==> config.mk <==
export PLATFORM = sky130hd
export DESIGN_NAME = pdcs_core
export DESIGN_NICKNAME = d
export VERILOG_FILES = /design/src/core/pdcs_pkg.sv /design/src/core/pdcs_core.sv /design/src/core/pdcs_tick_div.sv
export SDC_FILE = /design/constraint.sdc
export NUM_CORES = 1
export LEC_CHECK = 0
export ABC_AREA = 0
export BUFFER_PORTS_ARGS = -buffer_cell sky130_fd_sc_hd__clkbuf_2
export CAP_MARGIN = 20
export CORE_ASPECT_RATIO = 0.7
export CORE_MARGIN = 5
export CORE_UTILIZATION = 30
export CTS_BUF_LIST = sky130_fd_sc_hd__clkbuf_4
export CTS_CLUSTER_SIZE = 25
export DETAILED_ROUTE_END_ITERATION = 8
export SLEW_MARGIN = 5
export SYNTH_ARGS = -nofsm -noshare
export SYNTH_HDL_FRONTEND = slang
export SYNTH_SLANG_ARGS = --single-unit
==> constraint.sdc <==
create_clock -name clk_i -period 5 [get_ports clk_i]
set_clock_uncertainty 0.05 [all_clocks]
set_input_delay 0.75 -clock clk_i [delete_from_list [all_inputs] [get_ports clk_i]]
set_output_delay 0.75 -clock clk_i [all_outputs]
set_load 0.1 [all_outputs]
==> src/core/pdcs_pkg.sv <==
package pdcs_pkg;

  // Sequencer states, one-hot
  typedef enum logic [2:0] {
    ST_STAB = 3'h1,
    ST_RUN  = 3'h2,
    ST_DOWN = 3'h4
  } pdcs_state_e;

  // Clock rate of clk_i in kHz
  localparam int unsigned CLK_KHZ = 100000;

  // On-chip oscillator tick rate in kHz
  localparam int unsigned ONCHIP_KHZ = 25000;
  localparam int unsigned ONCHIP_DIV = CLK_KHZ / ONCHIP_KHZ;

  // Stabilisation wait in on-chip oscillator ticks
  localparam logic [7:0] STAB_TICKS   = 8'h40;
  localparam logic [7:0] STAB_CNT_RST = 8'h00;
  localparam logic [7:0] STAB_CNT_ONE = 8'h01;

  // Fields of the third wakeup control register
  localparam int unsigned WK2_FIRST_EN   = 0;
  localparam int unsigned WK2_FIRST_POL  = 1;
  localparam int unsigned WK2_SECOND_EN  = 2;
  localparam int unsigned WK2_SECOND_POL = 3;

  // Index of each scratch register in the defined-status vector
  localparam int unsigned REG_Z = 0;
  localparam int unsigned REG_X = 1;
  localparam int unsigned REG_Y = 2;
  localparam int unsigned REG_D = 3;
  localparam int unsigned REG_E = 4;

  // Widths of the scratch registers
  localparam int unsigned Z_W = 2;
  localparam int unsigned X_W = 4;
  localparam int unsigned Y_W = 4;
  localparam int unsigned D_W = 3;
  localparam int unsigned E_W = 8;

  // Reset values
  localparam logic [4:0] DEFINED_RST  = 5'h00;
  localparam logic [4:0] DEFINED_XY   = 5'h06;
  localparam logic [1:0] Z_RST        = 2'h0;
  localparam logic [3:0] XY_RST       = 4'h0;
  localparam logic [2:0] D_RST        = 3'h0;
  localparam logic [7:0] E_RST        = 8'h00;

endpackage

==> src/core/pdcs_core.sv <==
// Contract
// - Power down needs enable instruction just before
// - Active key-on condition wakes immediately
// - Pending timer 5 request wakes immediately
// - Five scratch registers undefined after wake-up
// - Z, D, E undefined after reset
// - Watchdog re-armed on every wake-up
// - No power down with external main clock
// - Main clock selectable once, others stop
// - Reset wait timed by on-chip oscillator
module pdcs_core (
  // Clock and reset
  input  wire logic       clk_i,
  input  wire logic       rst_i,
  // Executed instruction strobes
  input  wire logic       instr_exec_i,
  input  wire logic       power_down_enable_instr_i,
  input  wire logic       power_down_instr_i,
  input  wire logic       power_down_alt_instr_i,
  input  wire logic       ceramic_clock_select_instr_i,
  input  wire logic       rc_clock_select_instr_i,
  // Wake sources
  input  wire logic [3:0] wakeup_control_first_i,
  input  wire logic [3:0] wakeup_control_second_i,
  input  wire logic [3:0] wakeup_control_third_i,
  input  wire logic [3:0] port_first_i,
  input  wire logic [3:0] port_second_i,
  input  wire logic       ext_irq_first_pin_i,
  input  wire logic       ext_irq_second_pin_i,
  input  wire logic       timer5_request_flag_i,
  // Configuration
  input  wire logic       ext_clock_mode_i,
  // Scratch register writes
  input  wire logic [4:0] reg_we_i,
  input  wire logic [7:0] reg_wdata_i,
  // Sequencer status
  output logic            cpu_run_o,
  output logic            power_down_o,
  output logic            wake_o,
  output logic            watchdog_rearm_o,
  output logic            stab_done_o,
  // Clock source control
  output logic            clk_selected_o,
  output logic            clk_ceramic_o,
  output logic            ceramic_osc_run_o,
  output logic            rc_osc_run_o,
  output logic            onchip_osc_run_o,
  // Scratch registers
  output logic [4:0]      reg_defined_o,
  output logic [1:0]      reg_z_o,
  output logic [3:0]      reg_x_o,
  output logic [3:0]      reg_y_o,
  output logic [2:0]      reg_d_o,
  output logic [7:0]      reg_e_o
);

  pdcs_pkg::pdcs_state_e state;
  pdcs_pkg::pdcs_state_e next_state;

  logic       pd_armed;
  logic       pd_instr;
  logic       pd_go;
  logic       keyon_hit;
  logic       wake_cond;
  logic       onchip_tick;
  logic [7:0] stab_cnt;
  logic       stab_end;
  logic       wake_evt;

  // On-chip oscillator ticks time the reset wait
  pdcs_tick_div #(
    .DIV (pdcs_pkg::ONCHIP_DIV)
  ) u_onchip_div (
    .clk_i  (clk_i),
    .rst_i  (rst_i),
    .run_i  (onchip_osc_run_o),
    .tick_o (onchip_tick)
  );

  // Stabilisation counter, runs only after reset
  always_ff @(posedge clk_i) begin
    if (rst_i) begin
      stab_cnt <= pdcs_pkg::STAB_CNT_RST;
    end else if (state == pdcs_pkg::ST_STAB && onchip_tick) begin
      stab_cnt <= stab_cnt + pdcs_pkg::STAB_CNT_ONE;
    end
  end

  assign stab_end = (stab_cnt == pdcs_pkg::STAB_TICKS);

  // Power-down enable holds only until the next instruction
  always_ff @(posedge clk_i) begin
    if (rst_i) begin
      pd_armed <= 1'b0;
    end else if (instr_exec_i && cpu_run_o) begin
      pd_armed <= power_down_enable_instr_i;
    end
  end

  assign pd_instr = instr_exec_i && cpu_run_o
                    && (power_down_instr_i || power_down_alt_instr_i);
  assign pd_go    = pd_instr && pd_armed && !ext_clock_mode_i;

  // Key-on return conditions: port pins low, interrupt pins by polarity
  always_comb begin
    keyon_hit = |(wakeup_control_first_i & ~port_first_i);
    keyon_hit = keyon_hit | (|(wakeup_control_second_i & ~port_second_i));
    if (wakeup_control_third_i[pdcs_pkg::WK2_FIRST_EN]
        && (ext_irq_first_pin_i
            == wakeup_control_third_i[pdcs_pkg::WK2_FIRST_POL])) begin
      keyon_hit = 1'b1;
    end
    if (wakeup_control_third_i[pdcs_pkg::WK2_SECOND_EN]
        && (ext_irq_second_pin_i
            == wakeup_control_third_i[pdcs_pkg::WK2_SECOND_POL])) begin
      keyon_hit = 1'b1;
    end
  end

  assign wake_cond = keyon_hit || timer5_request_flag_i;

  // Sequencer next state
  always_comb begin
    next_state = state;
    case (state)
      pdcs_pkg::ST_STAB: begin
        if (stab_end) begin
          next_state = pdcs_pkg::ST_RUN;
        end
      end
      pdcs_pkg::ST_RUN: begin
        if (pd_go) begin
          next_state = pdcs_pkg::ST_DOWN;
        end
      end
      pdcs_pkg::ST_DOWN: begin
        if (wake_cond) begin
          next_state = pdcs_pkg::ST_RUN;
        end
      end
      default: begin
        next_state = pdcs_pkg::ST_STAB;
      end
    endcase
  end

  // Sequencer state register
  always_ff @(posedge clk_i) begin
    if (rst_i) begin
      state <= pdcs_pkg::ST_STAB;
    end else begin
      state <= next_state;
    end
  end

  assign wake_evt = (state == pdcs_pkg::ST_DOWN) && wake_cond;

  // Wake-up and watchdog re-arm pulses
  always_ff @(posedge clk_i) begin
    if (rst_i) begin
      wake_o           <= 1'b0;
      watchdog_rearm_o <= 1'b0;
    end else begin
      wake_o           <= wake_evt;
      watchdog_rearm_o <= wake_evt;
    end
  end

  // Execution allowed only in run state
  assign cpu_run_o    = (state == pdcs_pkg::ST_RUN);
  assign power_down_o = (state == pdcs_pkg::ST_DOWN);
  assign stab_done_o  = (state != pdcs_pkg::ST_STAB);

  // One-time main clock selection, first instruction wins
  always_ff @(posedge clk_i) begin
    if (rst_i) begin
      clk_selected_o <= 1'b0;
      clk_ceramic_o  <= 1'b0;
    end else if (!clk_selected_o && instr_exec_i && cpu_run_o) begin
      if (ceramic_clock_select_instr_i) begin
        clk_selected_o <= 1'b1;
        clk_ceramic_o  <= 1'b1;
      end else if (rc_clock_select_instr_i) begin
        clk_selected_o <= 1'b1;
        clk_ceramic_o  <= 1'b0;
      end
    end
  end

  // Oscillator enables: before selection all run, then only the chosen
  assign ceramic_osc_run_o = !clk_selected_o || clk_ceramic_o;
  assign rc_osc_run_o      = !clk_selected_o || !clk_ceramic_o;
  assign onchip_osc_run_o  = !clk_selected_o;

  // Defined status: writes set, wake-up clears all, reset sets only X and Y
  always_ff @(posedge clk_i) begin
    if (rst_i) begin
      reg_defined_o <= pdcs_pkg::DEFINED_XY;
    end else if (wake_evt) begin
      reg_defined_o <= pdcs_pkg::DEFINED_RST;
    end else begin
      reg_defined_o <= reg_defined_o | reg_we_i;
    end
  end

  // Scratch registers; Z, D, E keep old contents across reset
  always_ff @(posedge clk_i) begin
    if (rst_i) begin
      reg_x_o <= pdcs_pkg::XY_RST;
      reg_y_o <= pdcs_pkg::XY_RST;
    end else begin
      if (reg_we_i[pdcs_pkg::REG_X]) begin
        reg_x_o <= reg_wdata_i[pdcs_pkg::X_W-1:0];
      end
      if (reg_we_i[pdcs_pkg::REG_Y]) begin
        reg_y_o <= reg_wdata_i[pdcs_pkg::Y_W-1:0];
      end
    end
  end

  // Registers left undefined by reset, written only by software
  always_ff @(posedge clk_i) begin
    if (reg_we_i[pdcs_pkg::REG_Z] && !rst_i) begin
      reg_z_o <= reg_wdata_i[pdcs_pkg::Z_W-1:0];
    end
    if (reg_we_i[pdcs_pkg::REG_D] && !rst_i) begin
      reg_d_o <= reg_wdata_i[pdcs_pkg::D_W-1:0];
    end
    if (reg_we_i[pdcs_pkg::REG_E] && !rst_i) begin
      reg_e_o <= reg_wdata_i[pdcs_pkg::E_W-1:0];
    end
  end

endmodule

==> src/core/pdcs_tick_div.sv <==
// Divider, cleared while run_i is low, giving a one-cycle enable every DIV clocks
module pdcs_tick_div #(
  parameter int unsigned DIV = 4
) (
  // Clock and reset
  input  wire logic clk_i,
  input  wire logic rst_i,
  // Control
  input  wire logic run_i,
  output logic      tick_o
);

  localparam logic [7:0] LAST = 8'(DIV - 1);
  localparam logic [7:0] ZERO = 8'h00;
  localparam logic [7:0] ONE  = 8'h01;

  logic [7:0] cnt;

  // Count while running, wrap at the last step
  always_ff @(posedge clk_i) begin
    if (rst_i || !run_i) begin
      cnt <= ZERO;
    end else if (cnt == LAST) begin
      cnt <= ZERO;
    end else begin
      cnt <= cnt + ONE;
    end
  end

  assign tick_o = run_i && (cnt == LAST);

endmodule

# Yosys cells after proc, flatten, opt, wreduce, memory -nomap -nowiden
# Index checks and enable logic that the tools add are counted.
# W data, S select, Z words.
[op_classes]
addsub = 2
n_eq_ne = 11
n_mux = 11
bitwise = 6
n_reduce_logical = 30
[ops]
columns = ["op", "count"]
rows = [
  ["$add A8 B1 Y8 const B", 2],
  ["$logic_and A1 B1 Y1", 14],
  ["$mux W3", 4],
  ["$pmux W3 S3", 1],
  ["$and A4 B4 Y4", 2],
  ["$eq A8 B2 Y1 const B", 1],
  ["$eq A8 B7 Y1 const B", 1],
  ["$not A4 Y4", 2],
  ["$reduce_or A4 Y1", 2],
  ["$mux W1", 6],
  ["$logic_or A1 B1 Y1", 5],
  ["$or A5 B5 Y5", 1],
  ["$logic_not A1 Y1", 4],
  ["$ne A2 B1 Y1 const B", 2],
  ["$reduce_or A2 Y1", 2],
  ["$eq A3 B1 Y1 const B", 1],
  ["$eq A3 B2 Y1 const B", 1],
  ["$eq A3 B3 Y1 const B", 1],
  ["$ne A3 B1 Y1 const B", 1],
  ["$reduce_and A3 Y1", 1],
  ["$eq A1 B1 Y1", 2],
  ["$ne A2 B2 Y1 const B", 1],
  ["$reduce_and A2 Y1", 1],
  ["$reduce_bool A2 Y1", 1],
  ["$or A1 B1 Y1", 1],
]
[totals]
ff_bits = 49
inputBits = 45

# Depth between registers and ports, before layout
# Gate-level depths: netlist (run 1).
[depth]
depth_word = 9
depth_mapped = 6
depth_no_buf = 6

# By module
# Synthesis (run 1) repeated with hierarchy kept, for this count alone.
[hier_totals]
cells_unflattened = 196
hier_area_um2 = 2011.9
[modules_own_cells]
columns = ["mod", "instances", "cells_each", "area_per_inst_um2"]
rows = [
  ["pdcs_core", 1, 157, 1664.1],
  ["pdcs_tick_div", 1, 39, 347.8],
]

# Worst setup path after synthesis (run 1)
# No wires, ideal clock.
[synth_timing]
path_type = "register -> output"
start = "register state[1]"
end = "output port cpu_run_o"
t_arrival_ns = 2.919
path_slack_ns = 1.281
stages_incl_launch_ff = 2
cell_sequence = "dfxtp_1 -> nor3b_1"
[synth_via]
elab_chain_len = 1
[synth_lines]
columns = ["element", "line_no", "rtl"]
rows = [
  ["start: declaration", "pdcs_core.sv:57", "pdcs_pkg::pdcs_state_e state;"],
  ["start signal: assignment", "pdcs_core.sv:150", "state <= pdcs_pkg::ST_STAB;"],
  ["start signal: assignment", "pdcs_core.sv:152", "state <= next_state;"],
  ["$eq A3 B2 Y1", "pdcs_core.sv:170", "assign cpu_run_o = (state == pdcs_pkg::ST_RUN);"],
  ["end: declaration", "pdcs_core.sv:37", "output logic cpu_run_o,"],
]
# Every way passes these cells.

# Worst setup path after layout (run 1)
# Same ends and word-level chain as after synthesis.

==> impl_metrics.yaml, run 1 <==
clock_tree:
  clockBufferDepth: 2
  clk_latency_ps: 360
  cts.htree.levels: 2
  numCtsBuffers: 5
  tritoncts: "done"
  cts_hold_buf: 0
  ctsResizeCount: 0
  clk_pin_slew_worst_paths_ps: 150
  cts_root_buf: "clkbuf_4"
  numClockSinks: 49
  cts_setup_buffers: 0
timing:
  slew_headroom: 0.4947
  period_needed_ps: 2873
  fin_tns_setup_ps: 0
  hold_violations: 0
  finalCritPeriodShare: 0.5746
  tightest_slew_ps: 738.9
  setup_viol: 0
  max_freq_mhz: 348.0
  rsz0062_at_grt: "no"
  slew_viol_final: 0
die:
  fp.coreArea_mm2: 0.006631
  start_util: 0.3036
  dieWidth_um: 107.9
  die_h_um: 78.54
  io_pins: 81
  placementRows: 25
  die_area_mm2: 0.008475
finish:
  fin_nets: 323
  layout_common_cells: "clkbuf_2, dfxtp_1, nor2_1, edfxtp_1, inv_1"
  area_growth_pct: 27.53
  layout_commonest_cell: "clkbuf_2"
  n_antenna_cell: 0
  final_cells: 370
  fillers: 701
  drive_gt1_frac: 0.3587
drt:
  vias: 1591
  initialDrtViolationCount: 65
  wire_per_inst_um: 11.67
  drtAntennaViolNets: 0
  routed_via_density: 4.300
  dr.pass1.iters: 4
  wirelength_mm: 4.319
  drc: 0
global_route:
  grt.overflow.total: 0
  grt_max_degree: 33
  grt_pass1_vias: 1508
  track_usage: 0.1031
  grt_pass1_wl_mm: 7.058
  antenna_found_initial: 0
logic_synthesis:
  syn_nets: 242
  yosysTopAreaCell: "dfxtp_1"
  syn_area_mm2: 0.002013
  yosysWarnings: 0
  ys_top_cells_by_area: "dfxtp_1, edfxtp_1, nor2_1"
  ys_seq_elements: 49
  ys_types: 39
  syn_inst: 194
  synth_top_cell_area_share: 0.3580
  synth_seq_area_share: 0.5519
  syn_avg_cell_area_um2: 10.38
min_path:
  hold_depth: 2
  whs_endpoint: "pd_armed"
  worstHoldStart: "pd_armed"
  hp-class: "reg2reg"
worst_setup_path:
  critical_path_class: "reg2out"
  r2r_end: "stab_cnt[7]"
  crit_required_ps: 4200
  critical-path-top-delay-family: "simple AND/OR/NAND/NOR gates"
  worst_ep_arrival_time_ps: 2070
  cp_slowest_cell: "nor3b_1"
  end_kind: "primary output"
  critPathLaunchType: "register"
  crit_cells: 2
  worst_r2r_path_depth: 6
  crit_buf_inv: 1
  rr_startpoint: "u_onchip_div.cnt[0]"
  rrSetupSlack_ps: 2880
  cp_max_fo: 8
  startpoint: "state[1]"
  max_stage_delay_ps: 630
  crit_chain: "nor3b_1, clkbuf_2"
power_and_ir_drop:
  ir_worst_vdd_v: 0.0001000
  powerDensity_mw_per_mm2: 303.6
  p_leak_nw: 1.120
placement:
  dpl.hpwl_mm: 3.400
  gp_congestion: 0.6866
  io_buffers: 80
  dp.cells: 362
outcome:
  status: "finished clean"
flow_run:
  drv_cap: 0
-- worst register-to-register path, stage by stage, from the launching register on --
cell and delay [ps]:
dfxtp_1 400, ha_1 260, nor4b_4 290, nand3_2 160
or3_4 420, or3_1 350, a21oi_1 140
-- stage by stage --
stage                     cell area, um2  hold slack, ps    util  total power, W  setup slack [ps]
after floorplan                     2013           379.7       -       0.0005613              1281
after global placement              2505           395.9  0.3777       0.0005977              2548
after detailed placement            2505           405.5  0.3777       0.0005994              2533
after CTS                           2567           425.2  0.3872       0.0007917              2096
after global routing                2567           446.7  0.3872       0.0008153              1954
final                               2567           424.6  0.3872       0.0007795              2127
-- power breakdown --
| group | switching [W] | internal, W |
|---|---|---|
| combinational | 0.000123 | 0.0000344 |
| sequential | 0.00000813 | 0.000424 |
| clock | 0.000132 | 0.0000586 |
| total | 0.000262 | 0.000517 |
-- logic make-up (layout without fill, tap and decap cells) --
logic type / Yosys count / after routing / share of synthesized area
flip-flops: 49 / 49 / 0.5519
buffers and inverters: 17 / 99 / 0.03356
XOR/XNOR: 11 / 11 / 0.04785
adder cells (fa/ha/maj): 3 / 3 / 0.01865
multiplexers: 9 / 9 / 0.04475
AND/OR/NAND/NOR: 77 / 77 / 0.2132
AO/OA/AOI/OAI: 28 / 28 / 0.09012
-- layer usage --
| metal | global-route usage | vias to the layer above | share of wire |
|---|---|---|---|
| met5 | 0 | - | 0 |
| met3 | 0.02383 | 5 | 0.066 |
| met2 | 0.1712 | 48 | 0.45 |
| met4 | 0.03405 | 0 | 0.010 |
| li1 | - | 833 | - |
| met1 | 0.1321 | 705 | 0.47 |
-- flip-flops by register name, indices dropped and copies added, names as in the netlist --
signal and cells:
reg_defined_o 5, reg_x_o 4, clk_selected_o 1, stab_cnt 8, watchdog_rearm_o 1, clk_ceramic_o 1, u_onchip_div.cnt 8, reg_e_o 8
reg_z_o 2, reg_y_o 4, reg_d_o 3, state 3, pd_armed 1
-- worst max path at each step --
stage	end	slack (ps)
6_report	cpu_run_o	2130
4_1_cts	cpu_run_o	2100
3_5_place_dp	cpu_run_o	2530
3_3_place_gp	cpu_run_o	2550
5_1_grt	cpu_run_o	1950
2_1_floorplan	cpu_run_o	1280
-- cell type report --
cell class                 count  area (um2)  share of cell area
clock inverter                 3       25.02            0.009747
inverter                      11       41.29             0.01608
tap                           94       117.6             0.04581
sequential                    49        1111              0.4328
multi-input combinational    128       834.6              0.3250
clock buffer                   5       37.54             0.01462
timing repair buffer          80       400.4              0.1559
-- synth_stat cells --
cell       count
nor3_1         4
o21bai_1       3
o21ai_0        5
nor2b_1        3
dfxtp_1       36
inv_1         11
mux2i_1        9
or3_4          1
nand2b_1       3
a211oi_1       1
edfxtp_1      13
a211o_2        1
nand4_1        5
xor2_1         5
nand3_2        1
ha_1           3
nor4b_4        2
nand2_1        9
nor2_1        32
a221oi_1       1
nor3b_1        2
nand3_1        4
a2111oi_0      1
nor3_2         1
a21oi_1        9
o211ai_1       1
a21bo_2        1
and3_1         1
a21boi_0       1
or2_2          1
o22ai_1        2
nand4b_1       1
o221ai_1       1
buf_4          1
or3b_2         3
xnor2_1        6
a22oi_1        1
clkbuf_1       5
or3_1          4
No activity file was read; power rests on OpenSTA's default activity.
==> run 2: changes to the inputs <==
clock period = 2.6 ns   (was 5 ns; I/O delays follow)
==> impl_metrics.yaml, run 2 (synthesis results as in run 1) <==
outcome:
  status: "finished clean"
global_route:
  antenna_found_initial: 0
  grt_max_degree: 20
  grt.overflow.total: 0
  grt_pass1_vias: 1493
  track_usage: 0.1043
  grt_pass1_wl_mm: 7.148
drt:
  wirelength_mm: 4.381
  vias: 1606
  dr.pass1.iters: 4
  drc: 0
  wire_per_inst_um: 11.78
  wl_met3_um: 378
  dr.max_layer_used: "met4"
  m1WireLength_mm: 2.079
  routed_via_density: 4.317
  drtAntennaViolNets: 0
  wl_met2_mm: 1.883
  initialDrtViolationCount: 78
placement:
  gp_congestion: 0.7363
  io_buffers: 80
  dpl.hpwl_mm: 3.466
power_and_ir_drop:
  sw_frac_of_total: 0.3351
  p_int_w: 0.0009901
  powerDensity_mw_per_mm2: 574.9
  pwr-share-comb: 0.203
  power.share.clock: 0.239
  p_leak_nw: 1.134
  power_switching_w: 0.0004990
  pwr-share-seq: 0.558
  ir_worst_vdd_v: 0.0001780
worst_setup_path:
  crit_chain: "or3b_2, clkbuf_2"
  cp_max_fo: 7
  critPathLaunchType: "register"
  end_kind: "primary output"
  worst_ep_arrival_time_ps: 1730
  critical_path_class: "reg2out"
  max_stage_delay_ps: 480
  crit_required_ps: 2160
  cp_slowest_cell: "dfxtp_1"
timing:
  setup_viol: 0
  slew_headroom: 0.4885
  fin_tns_setup_ps: 0
  tightest_slew_ps: 747.9
  holdWs_ps: 138.7
  finalCritPeriodShare: 0.8344
  period_needed_ps: 2169
  max_freq_mhz: 460.9
  hold_violations: 0
  slew_viol_final: 0
  rsz0062_at_grt: "no"
flow_run:
  drv_cap: 0
clock_tree:
  numCtsBuffers: 5
  ctsResizeCount: 0
  clk_latency_ps: 370
  numClockSinks: 49
  cts_setup_buffers: 0
  clockBufferDepth: 2
  cts_root_buf: "clkbuf_4"
  clk_pin_slew_worst_paths_ps: 160
  tritoncts: "done"
  cts_hold_buf: 0
  cts.htree.levels: 2
die:
  start_util: 0.3036
  dieWidth_um: 107.9
  die_h_um: 78.54
  io_pins: 81
  die_area_mm2: 0.008475
  placementRows: 25
  fp.coreArea_mm2: 0.006631
finish:
  multi_input_area_um2: 844.6
  n_antenna_cell: 0
  top_regs: "reg_e_o (8), stab_cnt (8), u_onchip_div.cnt (8)"
  layout_common_cells: "clkbuf_2, dfxtp_1, nor2_1, edfxtp_1, inv_1"
  area_growth_pct: 28.65
  layout_commonest_cell: "clkbuf_2"
  fin_nets: 325
  fillers: 664
  seq_area_mm2: 0.001111
  drive_gt1_frac: 0.3705
min_path:
  hp-class: "in2reg"
-- run 2: power groups by stage --
stage | registers (W) | logic [W] | clock network (W)
6_report | 0.000831 | 0.000302 | 0.000357
5_1_grt | 0.000835 | 0.000320 | 0.000395
4_1_cts | 0.000831 | 0.000306 | 0.000366
3_5_place_dp | 0.000848 | 0.000305 | 0
3_3_place_gp | 0.000847 | 0.000304 | 0
2_1_floorplan | 0.00102 | 0.0000576 | 0
-- run 2: routing by layer --
layer,track usage,vias to the layer above
li1,-,838
met1,0.1409,705
met2,0.1625,58
met3,0.02712,5
met4,0.03405,0
met5,0,-
-- run 2: final timing paths --
check | from | to | slack [ps] | cells after the start
min reg2reg | pd_armed | pd_armed | 420 | 2
max | state[0] | stab_done_o | 430 | 2
max reg2reg | u_onchip_div.cnt[0] | stab_cnt[7] | 550 | 6
min | reg_wdata_i[4] | reg_e_o[4] | 140 | 1
-- run 2: critical path: cells and delay by family, from the launching register on --
family / cells / cell delay [ps]
buf+inv: 1 / 390
flops: 1 / 480
simple gates: 1 / 480
-- run 2: cell type report --
| cell class | instances | area share |
|---|---|---|
| Multi-Input combinational cell | 128 | 0.3261 |
| Clock inverter | 3 | 0.008696 |
| Clock buffer | 5 | 0.01449 |
| Tap cell | 94 | 0.04541 |
| Sequential cell | 49 | 0.4290 |
| Inverter | 11 | 0.01594 |
| Timing Repair Buffer | 82 | 0.1604 |
-- run 2: through the flow --
step           power (W)  instance area [um2]  std cells  utilization  worst slack, ps
4_1_cts         0.001503                 2590        372       0.3906            408.6
5_1_grt         0.001551                 2590        372       0.3906            318.2
3_3_place_gp    0.001151                 2530        364       0.3815            577.1
3_5_place_dp    0.001153                 2530        364       0.3815            545.6
6_report        0.001489                 2590        372       0.3906            430.5
2_1_floorplan   0.001080                 2023        194            -            85.98
==> run 3: changes to the inputs <==
ABC_AREA = 1   (was 0)
clock period = 2.2 ns   (was 2.6 ns; I/O delays follow)
==> impl_metrics.yaml, run 3 <==
outcome:
  status: "finished clean"
timing:
  finalCritPeriodShare: 0.8736
  setup_viol: 0
  hold_violations: 0
  max_freq_mhz: 520.3
  holdWs_ps: 89.34
  period_needed_ps: 1922
  fin_tns_setup_ps: 0
  rsz0062_at_grt: "no"
  slew_headroom: 0.6024
  tightest_slew_ps: 594.2
  slew_viol_final: 0
power_and_ir_drop:
  power_switching_w: 0.001041
  power.share.clock: 0.216
  p_int_w: 0.001410
  ir_worst_vdd_v: 0.0003239
  sw_frac_of_total: 0.4245
  p_leak_nw: 1.319
  powerDensity_mw_per_mm2: 899.8
  pwr-share-comb: 0.357
  pwr-share-seq: 0.427
logic_synthesis:
  ys_types: 26
  ys_seq_elements: 49
  ys.flop_type: "dfxtp_1"
  syn_inst: 263
  synth_top_cell_area_share: 0.3418
  synthArstFlopShare: 0
  synth_seq_area_share: 0.5270
  yosys-top-cells-count: "nor2_1, nand2_1, dfxtp_1, inv_1, nand3_1"
  yosysMostFrequentCell: "nor2_1"
  syn_avg_cell_area_um2: 8.016
  ys_top_cells_by_area: "dfxtp_1, edfxtp_1, nor2_1"
  syn_area_mm2: 0.002108
  synth_edf_count: 13
  syn_nets: 311
  yosysTopAreaCell: "dfxtp_1"
  yosysWarnings: 0
placement:
  gp_congestion: 0.8255
  io_buffers: 80
  placed_cell_area_mm2: 0.002643
  dpl.hpwl_mm: 4.045
drt:
  vias: 1877
  initialDrtViolationCount: 63
  wire_per_inst_um: 11.09
  dr.pass1.iters: 4
  wirelength_mm: 4.923
  routed_via_density: 4.227
  drc: 0
  drtAntennaViolNets: 0
worst_setup_path:
  critical-path-top-delay-family: "buffers and inverters"
  r2r_end: "stab_cnt[1]"
  critical_path_class: "reg2out"
  crit_required_ps: 1820
  max_stage_delay_ps: 450
  worst_r2r_path_depth: 6
  cp_max_fo: 6
  cp_slowest_cell: "clkbuf_2"
  end_kind: "primary output"
  worst_ep_arrival_time_ps: 1540
  rr_startpoint: "u_onchip_div.cnt[0]"
  critPathLaunchType: "register"
  rrSetupSlack_ps: 710
  crit_chain: "nand3_1, inv_1, clkbuf_2"
  crit_buf_inv: 2
finish:
  drive_gt1_frac: 0.3029
  fillers: 702
  layout_commonest_cell: "clkbuf_2"
  n_antenna_cell: 0
  layout_common_cells: "clkbuf_2, nor2_1, nand2_1, inv_1, dfxtp_1"
  area_growth_pct: 29.20
  top_regs: "reg_e_o (8), stab_cnt (8), u_onchip_div.cnt (8)"
  fin_nets: 397
  postLayoutCellArea_mm2: 0.002724
clock_tree:
  ctsResizeCount: 0
  cts_hold_buf: 0
  clk_latency_ps: 360
  cts_setup_buffers: 0
  cts.htree.levels: 2
  numClockSinks: 49
  cts_root_buf: "clkbuf_4"
  clockBufferDepth: 2
  tritoncts: "done"
  clk_pin_slew_worst_paths_ps: 140
  numCtsBuffers: 5
global_route:
  track_usage: 0.1156
  grt_max_degree: 17
  grt.overflow.total: 0
  grt_pass1_wl_mm: 8.031
  antenna_found_initial: 0
  grt_pass1_vias: 1775
die:
  start_util: 0.3106
  die_area_mm2: 0.008830
  io_pins: 81
  fp.coreArea_mm2: 0.006788
  placementRows: 25
  die_h_um: 80.14
  dieWidth_um: 110.2
min_path:
  hp-class: "in2reg"
  hold_depth: 1
  worstHoldStart: "reg_wdata_i[7]"
  whs_endpoint: "reg_e_o[7]"
flow_run:
  drv_cap: 0
run 3: cells by family (layout without fill, tap and decap cells):
group	count (synthesis)	in the layout	share of synthesized area
buffers and inverters	45	132	0.08190
adders and majority gates	3	3	0.01781
xor gates and xnor gates	7	7	0.02908
DFF	49	49	0.5270
AOI/OAI and AO/OA	32	32	0.08130
and+or+nand+nor	127	127	0.2629
run 3: through the flow:
step	util	worst slack (ps)	instances	power, W
2_1_floorplan	-	31.50	263	0.001775
5_1_grt	0.4013	156.1	444	0.002589
6_report	0.4013	278.1	444	0.002451
3_5_place_dp	0.3893	673.7	436	0.001947
3_3_place_gp	0.3893	673.2	436	0.001943
4_1_cts	0.4013	252.0	444	0.002484
run 3: layer usage:
layer,vias up,share of wire,GRT usage
met1,810,0.46,0.1473
met4,0,0.0079,0.02583
met5,-,0,0
met3,5,0.090,0.03614
met2,55,0.44,0.1919
li1,1007,-,-
run 3: worst register-to-register path: stages, from the launching register on:
cell	delay, ps
dfxtp_1	400
ha_1	230
nand2_2	100
nor3_4	240
nand3_2	150
o21ai_0	170
a21oi_1	50
run 3: power by group through the flow:
stage	logic, W	clock network (W)	registers, W
floorplan	0.000459	0	0.00132
global placement	0.000878	0	0.00106
detailed placement	0.000880	0	0.00107
CTS	0.000882	0.000556	0.00105
global route	0.000940	0.000593	0.00106
finish	0.000875	0.000530	0.00105
run 3: area by class of cell:
type                            count  area [um2]  area share
Sequential cell                    49        1112      0.4084
Multi-Input combinational cell    169       835.8      0.3068
Timing Repair Buffer               82       415.4      0.1525
Inverter                           42       161.4     0.05926
Tap cell                           94       117.6     0.04318
Clock inverter                      3       43.79     0.01608
Clock buffer                        5       37.54     0.01378
run 3: worst max path at each step:
stage,from,endpoint,slack [ps],cells after the start
2_1_floorplan,clk_ceramic_o,rc_osc_run_o,30,1
3_3_place_gp,rst_i,reg_e_o[4],670,3
3_5_place_dp,state[1],cpu_run_o,670,3
4_1_cts,state[1],cpu_run_o,250,3
5_1_grt,state[2],cpu_run_o,160,4
6_report,state[1],cpu_run_o,280,3
